<file path="config.mk">
export PLATFORM = sky130hd
export DESIGN_NAME = video_sync_timing_pins
export DESIGN_NICKNAME = d
export VERILOG_FILES = /design/src/hw/video_sync_pkg.sv /design/src/hw/video_sync_timing_pins.sv
export VERILOG_INCLUDE_DIRS = /design/src /design/src/hw
export SDC_FILE = /design/constraint.sdc
export NUM_CORES = 1
export LEC_CHECK = 0
export BUFFER_PORTS_ARGS = -buffer_cell sky130_fd_sc_hd__buf_2
export CAP_MARGIN = 20
export CELL_PAD_IN_SITES_DETAIL_PLACEMENT = 0
export CELL_PAD_IN_SITES_GLOBAL_PLACEMENT = 1
export CORE_MARGIN = 2
export CORE_UTILIZATION = 29
export DETAILED_ROUTE_END_ITERATION = 6
export GPL_TIMING_DRIVEN = 0
export HOLD_SLACK_MARGIN = 0.05
export PLACE_DENSITY_LB_ADDON = 0.1
export SYNTH_ARGS = -nofsm -noshare
export SYNTH_HDL_FRONTEND = slang
export SYNTH_SLANG_ARGS = --single-unit
export TNS_END_PERCENT = 1
</file>
<file path="constraint.sdc">
create_clock -name clk_sys -period 2.8 [get_ports clk_sys]
set_input_delay 0.14 -clock clk_sys [delete_from_list [all_inputs] [get_ports clk_sys]]
set_output_delay 0.14 -clock clk_sys [all_outputs]
set_load 0.05 [all_outputs]
</file>
<file path="src/hw/video_sync_params.svh">
// Contract
// - hsync driven when generator on, else input
// - vsync driven when generator on, else input
// - shared pin: field flag or line phase
// - field flag high on odd fields
// - line phase: master clock divided, line period
// - shared pin: blanking or subcarrier select
// - subcarrier is master clock over 8/16
// - composite sync always output from dot clock
// - low sync reset restarts generator
// - divided clock output ratio 1,2,4,8
// - dot clock 13.5 MHz, in or made; the made one runs at 250 MHz over 18, 13.9 MHz
`ifndef VIDEO_SYNC_PARAMS_SVH
`define VIDEO_SYNC_PARAMS_SVH
`define REG_CTRL 4'h0
`define REG_STATUS 4'h1
`define REG_LINE 4'h2
`define REG_PIXEL 4'h3
`define CTRL_GEN_ON 0
`define CTRL_FIELD_MODE 1
`define CTRL_BLANK_MODE 2
`define CTRL_FSC_DIV16 3
`define CTRL_CLKDIV_LO 4
`define CTRL_CLKDIV_HI 5
`define CTRL_DOT_INT 6
`define CTRL_RESET 8'h01
`define DOT_DIV 10'd18
`define DOT_HALF 10'd9
`define PIX_TOTAL 11'd858
`define PIX_ACTIVE 11'd720
`define HSYNC_W 11'd64
`define LINE_TOTAL 10'd525
`define LINE_HALF 10'd263
`define VSYNC_LINES 10'd3
`define VBLANK_LINES 10'd20
`define FSC_BITS 5
`define HREF_DIV 14'd1820
`endif

</file>
<file path="src/hw/video_sync_pkg.sv">
package video_sync_pkg;
    typedef logic [1:0] clk_div_type;
endpackage

</file>
<file path="src/hw/video_sync_timing_pins.sv">
// The register offsets and the strobed register port were chosen for this implementation.
`timescale 1ns/1ps
`default_nettype none
`include "video_sync_params.svh"

// ==========================================================
// one registered pin: level and active-low drive enable
module pin_stage
#(
    parameter logic OUT_RST = 1'b1
)
(
    input wire logic clk_sys,
    input wire logic rst,
    input wire logic val,
    input wire logic drive,
    output logic pin_out,
    output logic pin_oe_n
);

// released pins idle with oe_n high so nothing fights the far side
always_ff @(posedge clk_sys or posedge rst)
begin
    if (rst)
    begin
        pin_out <= OUT_RST;
        pin_oe_n <= 1'b1;
    end
    else
    begin
        pin_out <= val;
        pin_oe_n <= !drive;
    end
end

endmodule

module video_sync_timing_pins
    import video_sync_pkg::*;
(
    input wire logic clk_sys,
    input wire logic rst,
    input wire logic [3:0] addr,
    input wire logic [7:0] wdata,
    input wire logic wr_stb,
    input wire logic rd_stb,
    output logic [7:0] rdata,
    input wire logic video_master_clock,
    input wire logic pixel_dot_clock_in,
    output logic pixel_dot_clock_out,
    output logic pixel_dot_clock_oe_n,
    input wire logic hsync_in,
    output logic hsync_out,
    output logic hsync_oe_n,
    input wire logic vsync_in,
    output logic vsync_out,
    output logic vsync_oe_n,
    input wire logic field_pin_in,
    output logic field_pin_out,
    output logic field_pin_oe_n,
    input wire logic blank_pin_in,
    output logic blank_pin_out,
    output logic blank_pin_oe_n,
    output logic composite_sync_out,
    input wire logic sync_gen_reset_n,
    output logic divided_video_clock_out
);

// ==========================================================
// registers
logic [7:0] ctrl_ff;
logic [7:0] rdata_ff;

// control fields, decoded once so the rest reads by name
wire gen_on = ctrl_ff[`CTRL_GEN_ON];
wire field_mode = ctrl_ff[`CTRL_FIELD_MODE];
wire blank_mode = ctrl_ff[`CTRL_BLANK_MODE];
wire fsc_div16 = ctrl_ff[`CTRL_FSC_DIV16];
wire dot_int = ctrl_ff[`CTRL_DOT_INT];
clk_div_type clk_div_sel;
assign clk_div_sel = ctrl_ff[`CTRL_CLKDIV_HI:`CTRL_CLKDIV_LO];

// only the control register takes writes; other indices drop them
wire ctrl_wr = wr_stb && (addr == `REG_CTRL);

always_ff @(posedge clk_sys or posedge rst)
begin
    if (rst)
        ctrl_ff <= `CTRL_RESET;
    else if (ctrl_wr)
        ctrl_ff <= wdata;
end

// ==========================================================
// master and dot clock edge detect; inputs are taken as synchronous
logic mclk_d_ff;
logic pixel_dot_clock_d_ff;

always_ff @(posedge clk_sys or posedge rst)
begin
    if (rst)
    begin
        mclk_d_ff <= 1'b0;
        pixel_dot_clock_d_ff <= 1'b0;
    end
    else
    begin
        mclk_d_ff <= video_master_clock;
        pixel_dot_clock_d_ff <= pixel_dot_clock_in;
    end
end

// one-cycle pulse on each master clock rise
wire mclk_rise = video_master_clock && !mclk_d_ff;

// ==========================================================
// dot clock: made by dividing clk_sys, or taken from the pin
logic [9:0] dot_cnt_ff;
logic dot_gen_ff;

wire dot_wrap = (dot_cnt_ff == `DOT_DIV - 10'd1);
wire [9:0] nxt_dot_cnt = dot_wrap ? 10'd0 : dot_cnt_ff + 10'd1;
wire nxt_dot_gen = (nxt_dot_cnt < `DOT_HALF);

always_ff @(posedge clk_sys or posedge rst)
begin
    if (rst)
    begin
        dot_cnt_ff <= 10'd0;
        dot_gen_ff <= 1'b1;
    end
    else
    begin
        dot_cnt_ff <= nxt_dot_cnt;
        dot_gen_ff <= nxt_dot_gen;
    end
end

// 250 MHz over 18 gives 13.9 MHz; exact 13.5 needs an external dot clock
wire dot_tick = dot_int ? dot_wrap : (pixel_dot_clock_in && !pixel_dot_clock_d_ff);

// ==========================================================
// shared pixel and line counters
logic [10:0] pix_ff;
logic [9:0] line_ff;
logic odd_ff;
logic sgr_n_ff;

wire pix_wrap = (pix_ff == `PIX_TOTAL - 11'd1);
wire line_wrap = (line_ff == `LINE_TOTAL - 10'd1);
wire [10:0] nxt_pix = pix_wrap ? 11'd0 : pix_ff + 11'd1;
wire [9:0] nxt_line = line_wrap ? 10'd0 : line_ff + 10'd1;
wire half_point = pix_wrap && (line_ff == `LINE_HALF - 10'd1);

// restart pin passes one flop, so a restart shows two cycles late
always_ff @(posedge clk_sys or posedge rst)
begin
    if (rst)
        sgr_n_ff <= 1'b1;
    else
        sgr_n_ff <= sync_gen_reset_n;
end

// field turns even at mid-frame and odd again at frame end
always_ff @(posedge clk_sys or posedge rst)
begin
    if (rst)
    begin
        pix_ff <= 11'd0;
        line_ff <= 10'd0;
        odd_ff <= 1'b1;
    end
    else if (!sgr_n_ff)
    begin
        pix_ff <= 11'd0;
        line_ff <= 10'd0;
        odd_ff <= 1'b1;
    end
    else if (dot_tick)
    begin
        pix_ff <= nxt_pix;
        if (pix_wrap)
            line_ff <= nxt_line;
        if (half_point)
            odd_ff <= 1'b0;
        else if (pix_wrap && line_wrap)
            odd_ff <= 1'b1;
    end
end

// field-relative line so both fields get their vsync
wire [9:0] fline = odd_ff ? line_ff : line_ff - (`LINE_HALF - 10'd1);

wire hs_act = (pix_ff < `HSYNC_W);
wire vs_act = (fline < `VSYNC_LINES);
wire blank_act = (pix_ff >= `PIX_ACTIVE) || (fline < `VBLANK_LINES);

// ==========================================================
// master clock dividers
logic [`FSC_BITS-1:0] fsc_cnt_ff;
logic [2:0] cdiv_cnt_ff;
logic [13:0] href_cnt_ff;
logic href_ff;

wire href_wrap = (href_cnt_ff == `HREF_DIV - 14'd1);

// line phase is high for the first half of each period
always_ff @(posedge clk_sys or posedge rst)
begin
    if (rst)
    begin
        fsc_cnt_ff <= '0;
        cdiv_cnt_ff <= 3'h0;
        href_cnt_ff <= 14'h0000;
        href_ff <= 1'b0;
    end
    else if (mclk_rise)
    begin
        fsc_cnt_ff <= fsc_cnt_ff + 1'b1;
        cdiv_cnt_ff <= cdiv_cnt_ff + 3'h1;
        href_cnt_ff <= href_wrap ? 14'h0000 : href_cnt_ff + 14'h0001;
        if (href_wrap)
            href_ff <= 1'b1;
        else if (href_cnt_ff == (`HREF_DIV >> 1) - 14'd1)
            href_ff <= 1'b0;
    end
end

// counters step on master clock rise; sampling limits ratio 1 to clk_sys/2
wire fsc_bit = fsc_div16 ? fsc_cnt_ff[3] : fsc_cnt_ff[2];

logic cdiv_bit;
always_comb
begin
    case (clk_div_sel)
        2'h0: cdiv_bit = video_master_clock;
        2'h1: cdiv_bit = cdiv_cnt_ff[0];
        2'h2: cdiv_bit = cdiv_cnt_ff[1];
        2'h3: cdiv_bit = cdiv_cnt_ff[2];
        default: cdiv_bit = 1'b0;
    endcase
end

// ==========================================================
// pin drivers, all registered
wire field_drive = field_mode || gen_on;
wire blank_drive = blank_mode || gen_on;
wire field_val = field_mode ? href_ff : odd_ff;
wire blank_val = blank_mode ? fsc_bit : !blank_act;

// each two-way sync pin (hsync, vsync, field, blank) gets a registered level and enable stage; field resets its level low, the rest high
pin_stage #(.OUT_RST(1'b1)) hsync_stage (
    .clk_sys(clk_sys),
    .rst(rst),
    .val(!hs_act),
    .drive(gen_on),
    .pin_out(hsync_out),
    .pin_oe_n(hsync_oe_n)
);

pin_stage #(.OUT_RST(1'b1)) vsync_stage (
    .clk_sys(clk_sys),
    .rst(rst),
    .val(!vs_act),
    .drive(gen_on),
    .pin_out(vsync_out),
    .pin_oe_n(vsync_oe_n)
);

pin_stage #(.OUT_RST(1'b0)) field_stage (
    .clk_sys(clk_sys),
    .rst(rst),
    .val(field_val),
    .drive(field_drive),
    .pin_out(field_pin_out),
    .pin_oe_n(field_pin_oe_n)
);

pin_stage #(.OUT_RST(1'b1)) blank_stage (
    .clk_sys(clk_sys),
    .rst(rst),
    .val(blank_val),
    .drive(blank_drive),
    .pin_out(blank_pin_out),
    .pin_oe_n(blank_pin_oe_n)
);

// output-only pins and the dot clock pin
always_ff @(posedge clk_sys or posedge rst)
begin
    if (rst)
    begin
        composite_sync_out <= 1'b1;
        divided_video_clock_out <= 1'b0;
        pixel_dot_clock_out <= 1'b0;
        pixel_dot_clock_oe_n <= 1'b1;
    end
    else
    begin
        composite_sync_out <= !(hs_act ^ vs_act);
        divided_video_clock_out <= cdiv_bit;
        pixel_dot_clock_out <= dot_gen_ff;
        pixel_dot_clock_oe_n <= !dot_int;
    end
end

// ==========================================================
// read back
wire [7:0] status_val = {3'h0, blank_pin_in, field_pin_in, vsync_in,
    hsync_in, odd_ff};

logic [7:0] nxt_rdata;
always_comb
begin
    case (addr)
        `REG_CTRL: nxt_rdata = ctrl_ff;
        `REG_STATUS: nxt_rdata = status_val;
        `REG_LINE: nxt_rdata = line_ff[9:2];
        `REG_PIXEL: nxt_rdata = pix_ff[10:3];
        default: nxt_rdata = 8'h00;
    endcase
end

// read data stand one cycle only and are zero otherwise
always_ff @(posedge clk_sys or posedge rst)
begin
    if (rst)
        rdata_ff <= 8'h00;
    else
        rdata_ff <= rd_stb ? nxt_rdata : 8'h00;
end

assign rdata = rdata_ff;

endmodule
`default_nettype wire

</file>
==> Yosys cells after proc, flatten, opt, wreduce, memory -nomap -nowiden <==
Index checks and enable logic that the tools add are counted.
{ "op_classes": {"mux": 23, "n_eq_ne": 15, "bitwise_logic": 1, "addsub": 7, "reduce_logical": 24, "order_cmp": 5} }
{ "ops": {"columns": ["op", "count"], "rows": [
  ["$mux W10", 6],
  ["$mux W11", 3],
  ["$pmux W8 S4", 1],
  ["$add A10 B1 Y10 const B", 2],
  ["$add A14 B1 Y14 const B", 1],
  ["$eq A14 B10 Y1 const B", 1],
  ["$eq A14 B11 Y1 const B", 1],
  ["$mux W14", 1],
  ["$add A11 B1 Y11 const B", 1],
  ["$eq A11 B10 Y1 const B", 1],
  ["$ge A11 B10 Y1 const B", 1],
  ["$lt A11 B7 Y1 const B", 1],
  ["$eq A10 B10 Y1 const B", 1],
  ["$eq A10 B5 Y1 const B", 1],
  ["$eq A10 B9 Y1 const B", 1],
  ["$logic_not A1 Y1", 10],
  ["$lt A10 B2 Y1 const B", 1],
  ["$lt A10 B4 Y1 const B", 1],
  ["$lt A10 B5 Y1 const B", 1],
  ["$mux W1", 10],
  ["$sub A10 B9 Y10 const B", 1],
  ["$eq A4 B2 Y1 const B", 2],
  ["$mux W8", 1],
  ["$reduce_and A2 Y1", 3],
  ["15 further kinds", 22]
]} }
{ "word_totals": {"elab_cells": 100, "output_inout_bits": 20, "inputBits": 23, "reg_bits": 86} }

==> Depth between registers and ports, before layout <==
{ "depth": {"word_depth": 6, "depth_mapped": 8, "depth_no_buf": 7} }

==> By module <==
Synthesis repeated with hierarchy kept, for this count alone.
{ "hier_totals": {"hier_cells": 425, "hier_area_um2": 4306.6} }
{ "by_module_without_submodules": {"columns": ["module", "instances", "area_each_um2", "seq_area_each_um2", "cells_each"], "rows": [
  ["video_sync_timing_pins", 1, 4067.7, 1959.4, 409],
  ["pin_stage (blank_stage ...)", 3, 60.1, 52.6, 4],
  ["pin_stage (field_stage)", 1, 58.8, 51.3, 4]
]} }

==> Least setup slack after synthesis <==
Ideal clock, no wire load.
{ "synth_path": {"path_kind": "register to register", "start": "reg dot_cnt_ff[1]", "end": "reg line_ff[8]", "arrival_ps": 2062, "stages_incl_launch_ff": 9, "synth_period_minus_slack_ps": 2172, "slack_ps": 628, "setup_time_ps": 110, "path_buffers": 1, "required_ps": 2690, "cell_sequence": "dfrtp_1 -> inv_1 -> ha_1 -> nor4b_1 -> a41o_1 -> o21ai_1 -> or2_2 -> clkbuf_1 -> o41ai_1"} }
{ "synth_between": {"elab_chain_len": 4} }
{ "synth_lines": {"columns": ["element", "line_no", "rtl"], "rows": [
  ["start, declared", "video_sync_timing_pins.sv:118", "logic [9:0] dot_cnt_ff;"],
  ["start signal, assigned", "video_sync_timing_pins.sv:134", "dot_cnt_ff <= nxt_dot_cnt;"],
  ["$eq A10 B5 Y1", "video_sync_timing_pins.sv:121", "wire dot_wrap = (dot_cnt_ff == `DOT_DIV - 10'd1);"],
  ["$mux W1", "video_sync_timing_pins.sv:140", "wire dot_tick = dot_int ? dot_wrap : (pixel_dot_clock_in && !pixel_dot_clock_d_ff);"],
  ["$ne A2 B2 Y1 (no source line)", null, null],
  ["$reduce_and A2 Y1 (no source line)", null, null],
  ["end signal, assigned", "video_sync_timing_pins.sv:183", "line_ff <= nxt_line;"],
  ["end, declared", "video_sync_timing_pins.sv:145", "logic [9:0] line_ff;"]
]} }
Every way passes these cells.
A chain may end at the register's enable or synchronous reset.

==> Worst setup path after layout <==
{ "layout_path": {"start": "reg line_ff[6]", "end": "reg line_ff[5]"} }
{ "layout_between": {"elab_chain_len": 5} }
{ "layout_lines": {"columns": ["element", "line_no", "rtl"], "rows": [
  ["$eq A10 B10 Y1", "video_sync_timing_pins.sv:150", "wire line_wrap = (line_ff == `LINE_TOTAL - 10'd1);"],
  ["$mux W10", "video_sync_timing_pins.sv:152", "wire [9:0] nxt_line = line_wrap ? 10'd0 : line_ff + 10'd1;"],
  ["$mux W10", "video_sync_timing_pins.sv:182", "if (pix_wrap)"],
  ["$mux W10", "video_sync_timing_pins.sv:179", "else if (dot_tick)"],
  ["$mux W10", "video_sync_timing_pins.sv:173", "else if (!sgr_n_ff)"]
]} }
Every way passes these cells. The select of a mux whose other input is x is not followed.

==> impl_metrics.py <==
metrics = {
    "placement": {
        "gp_congestion": 0.810,
        "dp.cells": 655,
        "port_buffers": 42,
        "dpl.hpwl_um": 8140,
    },
    "grt": {
        "antenna_found_initial": 0,
        "grt_pass1_wl_um": 18800,
        "busiest_layer": "met2",
        "grt_max_degree": 62,
        "overflow": 0,
        "gr-usage-met3": 0.0363,
        "grtUsageMet2": 0.233,
        "gr-usage-met1": 0.210,
        "grt_pass1_vias": 3413,
        "grt.total_usage": 0.151,
    },
    "min_path": {
        "hp-class": "input pin to flip-flop",
    },
    "timing": {
        "rsz0062_at_grt": "no",
        "skew_ns": 0.00797,
        "slew_violations": 0,
        "fmax_mhz": 394,
        "worst_pin_slew_ns": 0.720,
        "min_period_ns": 2.54,
        "finalCritPeriodShare": 0.907,
        "setup_violations": 0,
        "max_slew_margin": 0.517,
        "whs_ns": 0.0866,
        "finalHoldViolCount": 0,
    },
    "layout": {
        "multiInputGateArea_um2": 2080,
        "nFillCells": 1459,
        "nNetsFinal": 529,
        "regArea_um2": 2140,
        "area_growth_pct": 21.1,
        "postLayoutCoreUtil": 0.361,
        "stdcell_count": 682,
        "drive_above_1_share": 0.207,
        "diodes": 0,
    },
    "logic_synthesis": {
        "yosysTopAreaCellShare": 0.420,
        "yosys.cell_count.top_type": "dfrtp_1",
        "post_synth_num_cell_types": 58,
        "synth_enable_flop_cells": 0,
        "yosysTopAreaCell": "dfrtp_1",
        "synth-seq-cells": 85,
        "yosys-top-cells-area": "dfrtp_1, dfstp_2, mux2_2, ha_1, nor2_1",
        "syn_area_per_cell_um2": 10.2,
        "synth_commonest_cells": "dfrtp_1, nor2_1, nand2_1, nand3_1, o21ai_0",
        "yosysWarnings": 0,
        "syn_inst": 428,
        "synthesis.nets": 463,
        "async_flop_share": 1.00,
        "dominantRegCellSynth": "dfrtp_1",
        "ys_seq_area_frac": 0.493,
        "synthesis.area_um2": 4350,
    },
    "routing": {
        "post_drt_via_cell_ratio": 4.98,
        "route.detailed.drc": 0,
        "drt_wl_total_um": 11300,
        "antenna_left": 0,
        "vias": 3394,
        "initialDrtViolationCount": 210,
        "routedWlPerCell_um": 16.6,
        "drtPass1Iterations": 4,
    },
    "clock_network": {
        "cts_root_buffer": "clkbuf_16",
        "cts_sinks": 85,
        "insertion_delay_ns": 0.34,
        "path_clk_slew_ns": 0.06,
        "htree_levels": 3,
        "cts_post_setup_buffers_inserted": 0,
        "clk_path_buf_depth": 2,
        "numCtsBuffers": 9,
        "tritoncts": "done",
    },
    "critical_path": {
        "worst_setup_path_start_kind": "flip-flop",
        "worstPathMaxFanout": 10,
        "cp-end-kind": "flip-flop",
        "crit_arrival_ns": 2.74,
        "criticalPathCategory": "flip-flop to flip-flop",
        "cp.required_ns": 3.00,
    },
    "pwr": {
        "vdd_drop_max_mv": 0.304,
        "cellLeakagePower_nw": 2.31,
        "p_per_area_nw_per_um2": 656,
    },
    "floorplan": {
        "die_width_um": 126,
        "rows": 44,
        "initial_core_util": 0.298,
        "core_area_um2": 14600,
        "die_y_um": 126,
        "die-area_um2": 16000,
        "num_io_pins": 43,
    },
    "run": {
        "maxCapViolations": 0,
    },
    "outcome": {
        "outcome": "completed",
    },
}
==> layout by cell type, fill, tap and decap left out, drive strengths merged, types with 4 or more instances in the layout <==
master,n
dfrtp,73
buf,49
nor2,40
nand2,31
nand3,26
o21ai,26
clkbuf,26
xnor2,15
inv,15
mux2,14
o31ai,14
nand2b,13
xor2,12
ha,12
dfstp,12
dlygate4sd3,12
nor3,11
nor2b,8
and3,8
a211oi,7
nor4,6
nand4,5
a31oi,4
a311oi,4
o41ai,4
==> critical path, cell delays in order, from the launching register on <==
cell and delay [ns]:
dfrtp_1 0.35, buf_2 0.17, or4_4 0.55, o31ai_2 0.64, or2_2 0.22, clkbuf_1 0.31
o21ai_0 0.15
==> kinds of logic after synthesis <==
logic type	share of synthesized area
simple gates	0.204
buf+inv	0.0337
fa+ha+maj	0.0345
xor+xnor	0.0544
compound gates	0.129
mux	0.0512
flops	0.493
==> state kept, by name, summed over array words and instances, names as in the netlist, 3 cells and up <==
| signal | flops |
|---|---|
| cdiv_cnt_ff | 3 |
| pix_ff | 11 |
| rdata | 8 |
| fsc_cnt_ff | 4 |
| line_ff | 10 |
| href_cnt_ff | 14 |
| dot_cnt_ff | 10 |
| ctrl_ff | 8 |
==> report_power, final <==
part	switching (W)	internal [W]
clock network	0.000482	0.000760
logic	0.000404	0.000253
registers	0.000144	0.00141
==> path summary, 6_finish.rpt <==
path                                        start  slack (ns)                       endpoint  cells past startpoint
max                        line_ff[6]$_DFFE_PP0P_        0.26         line_ff[5]$_DFFE_PP0P_                      6
min                                        rd_stb        0.09             rdata[4]$_DFF_PP0_                      2
max reg2reg                line_ff[6]$_DFFE_PP0P_        0.26         line_ff[5]$_DFFE_PP0P_                      6
min reg2reg                  dot_gen_ff$_DFF_PP1_        0.39  pixel_dot_clock_out$_DFF_PP0_                      0
max in group asynchronous                     rst        1.81             sgr_n_ff$_DFF_PP1_                      4
min in group asynchronous                     rst        0.32          pix_ff[7]$_DFFE_PP0P_                      3
==> cell type report <==
class / count / share of cell area
inverters: 15 / 0.0112
flip-flops and latches: 85 / 0.407
clock inverters: 3 / 0.00832
clock buffers: 12 / 0.0506
plain buffers: 20 / 0.0171
multi-input cells: 308 / 0.394
well taps: 184 / 0.0437
repair buffers: 55 / 0.0679
==> layer usage <==
layer  vias to the layer above  wire length (um)
met5                         -                 0
met2                        63              5240
li1                       1667                 -
met3                         6               484
met1                      1658              5530
met4                         0                95
==> per-stage QoR <==
stage               area, um2  power [W]  setup slack, ns  setup TNS, ns
floorplan                4350    0.00203            0.486              0
detailed placement       4820    0.00223           0.0193              0
CTS                      5250    0.00351          0.00612              0
finish                   5270    0.00345            0.260              0
global placement         4790    0.00221           -0.854         -61.98
global route             5270    0.00365           0.0201              0
==> timing repair <==
action / 4_1_cts / 5_1_grt
gates resized for setup: 0 / 3
hold buffers: 12 / 0
endpoints found under the setup margin: 0 / 7
endpoints found under the hold margin: 29 / 0
Note: power is estimated with default switching activity, not from simulation.
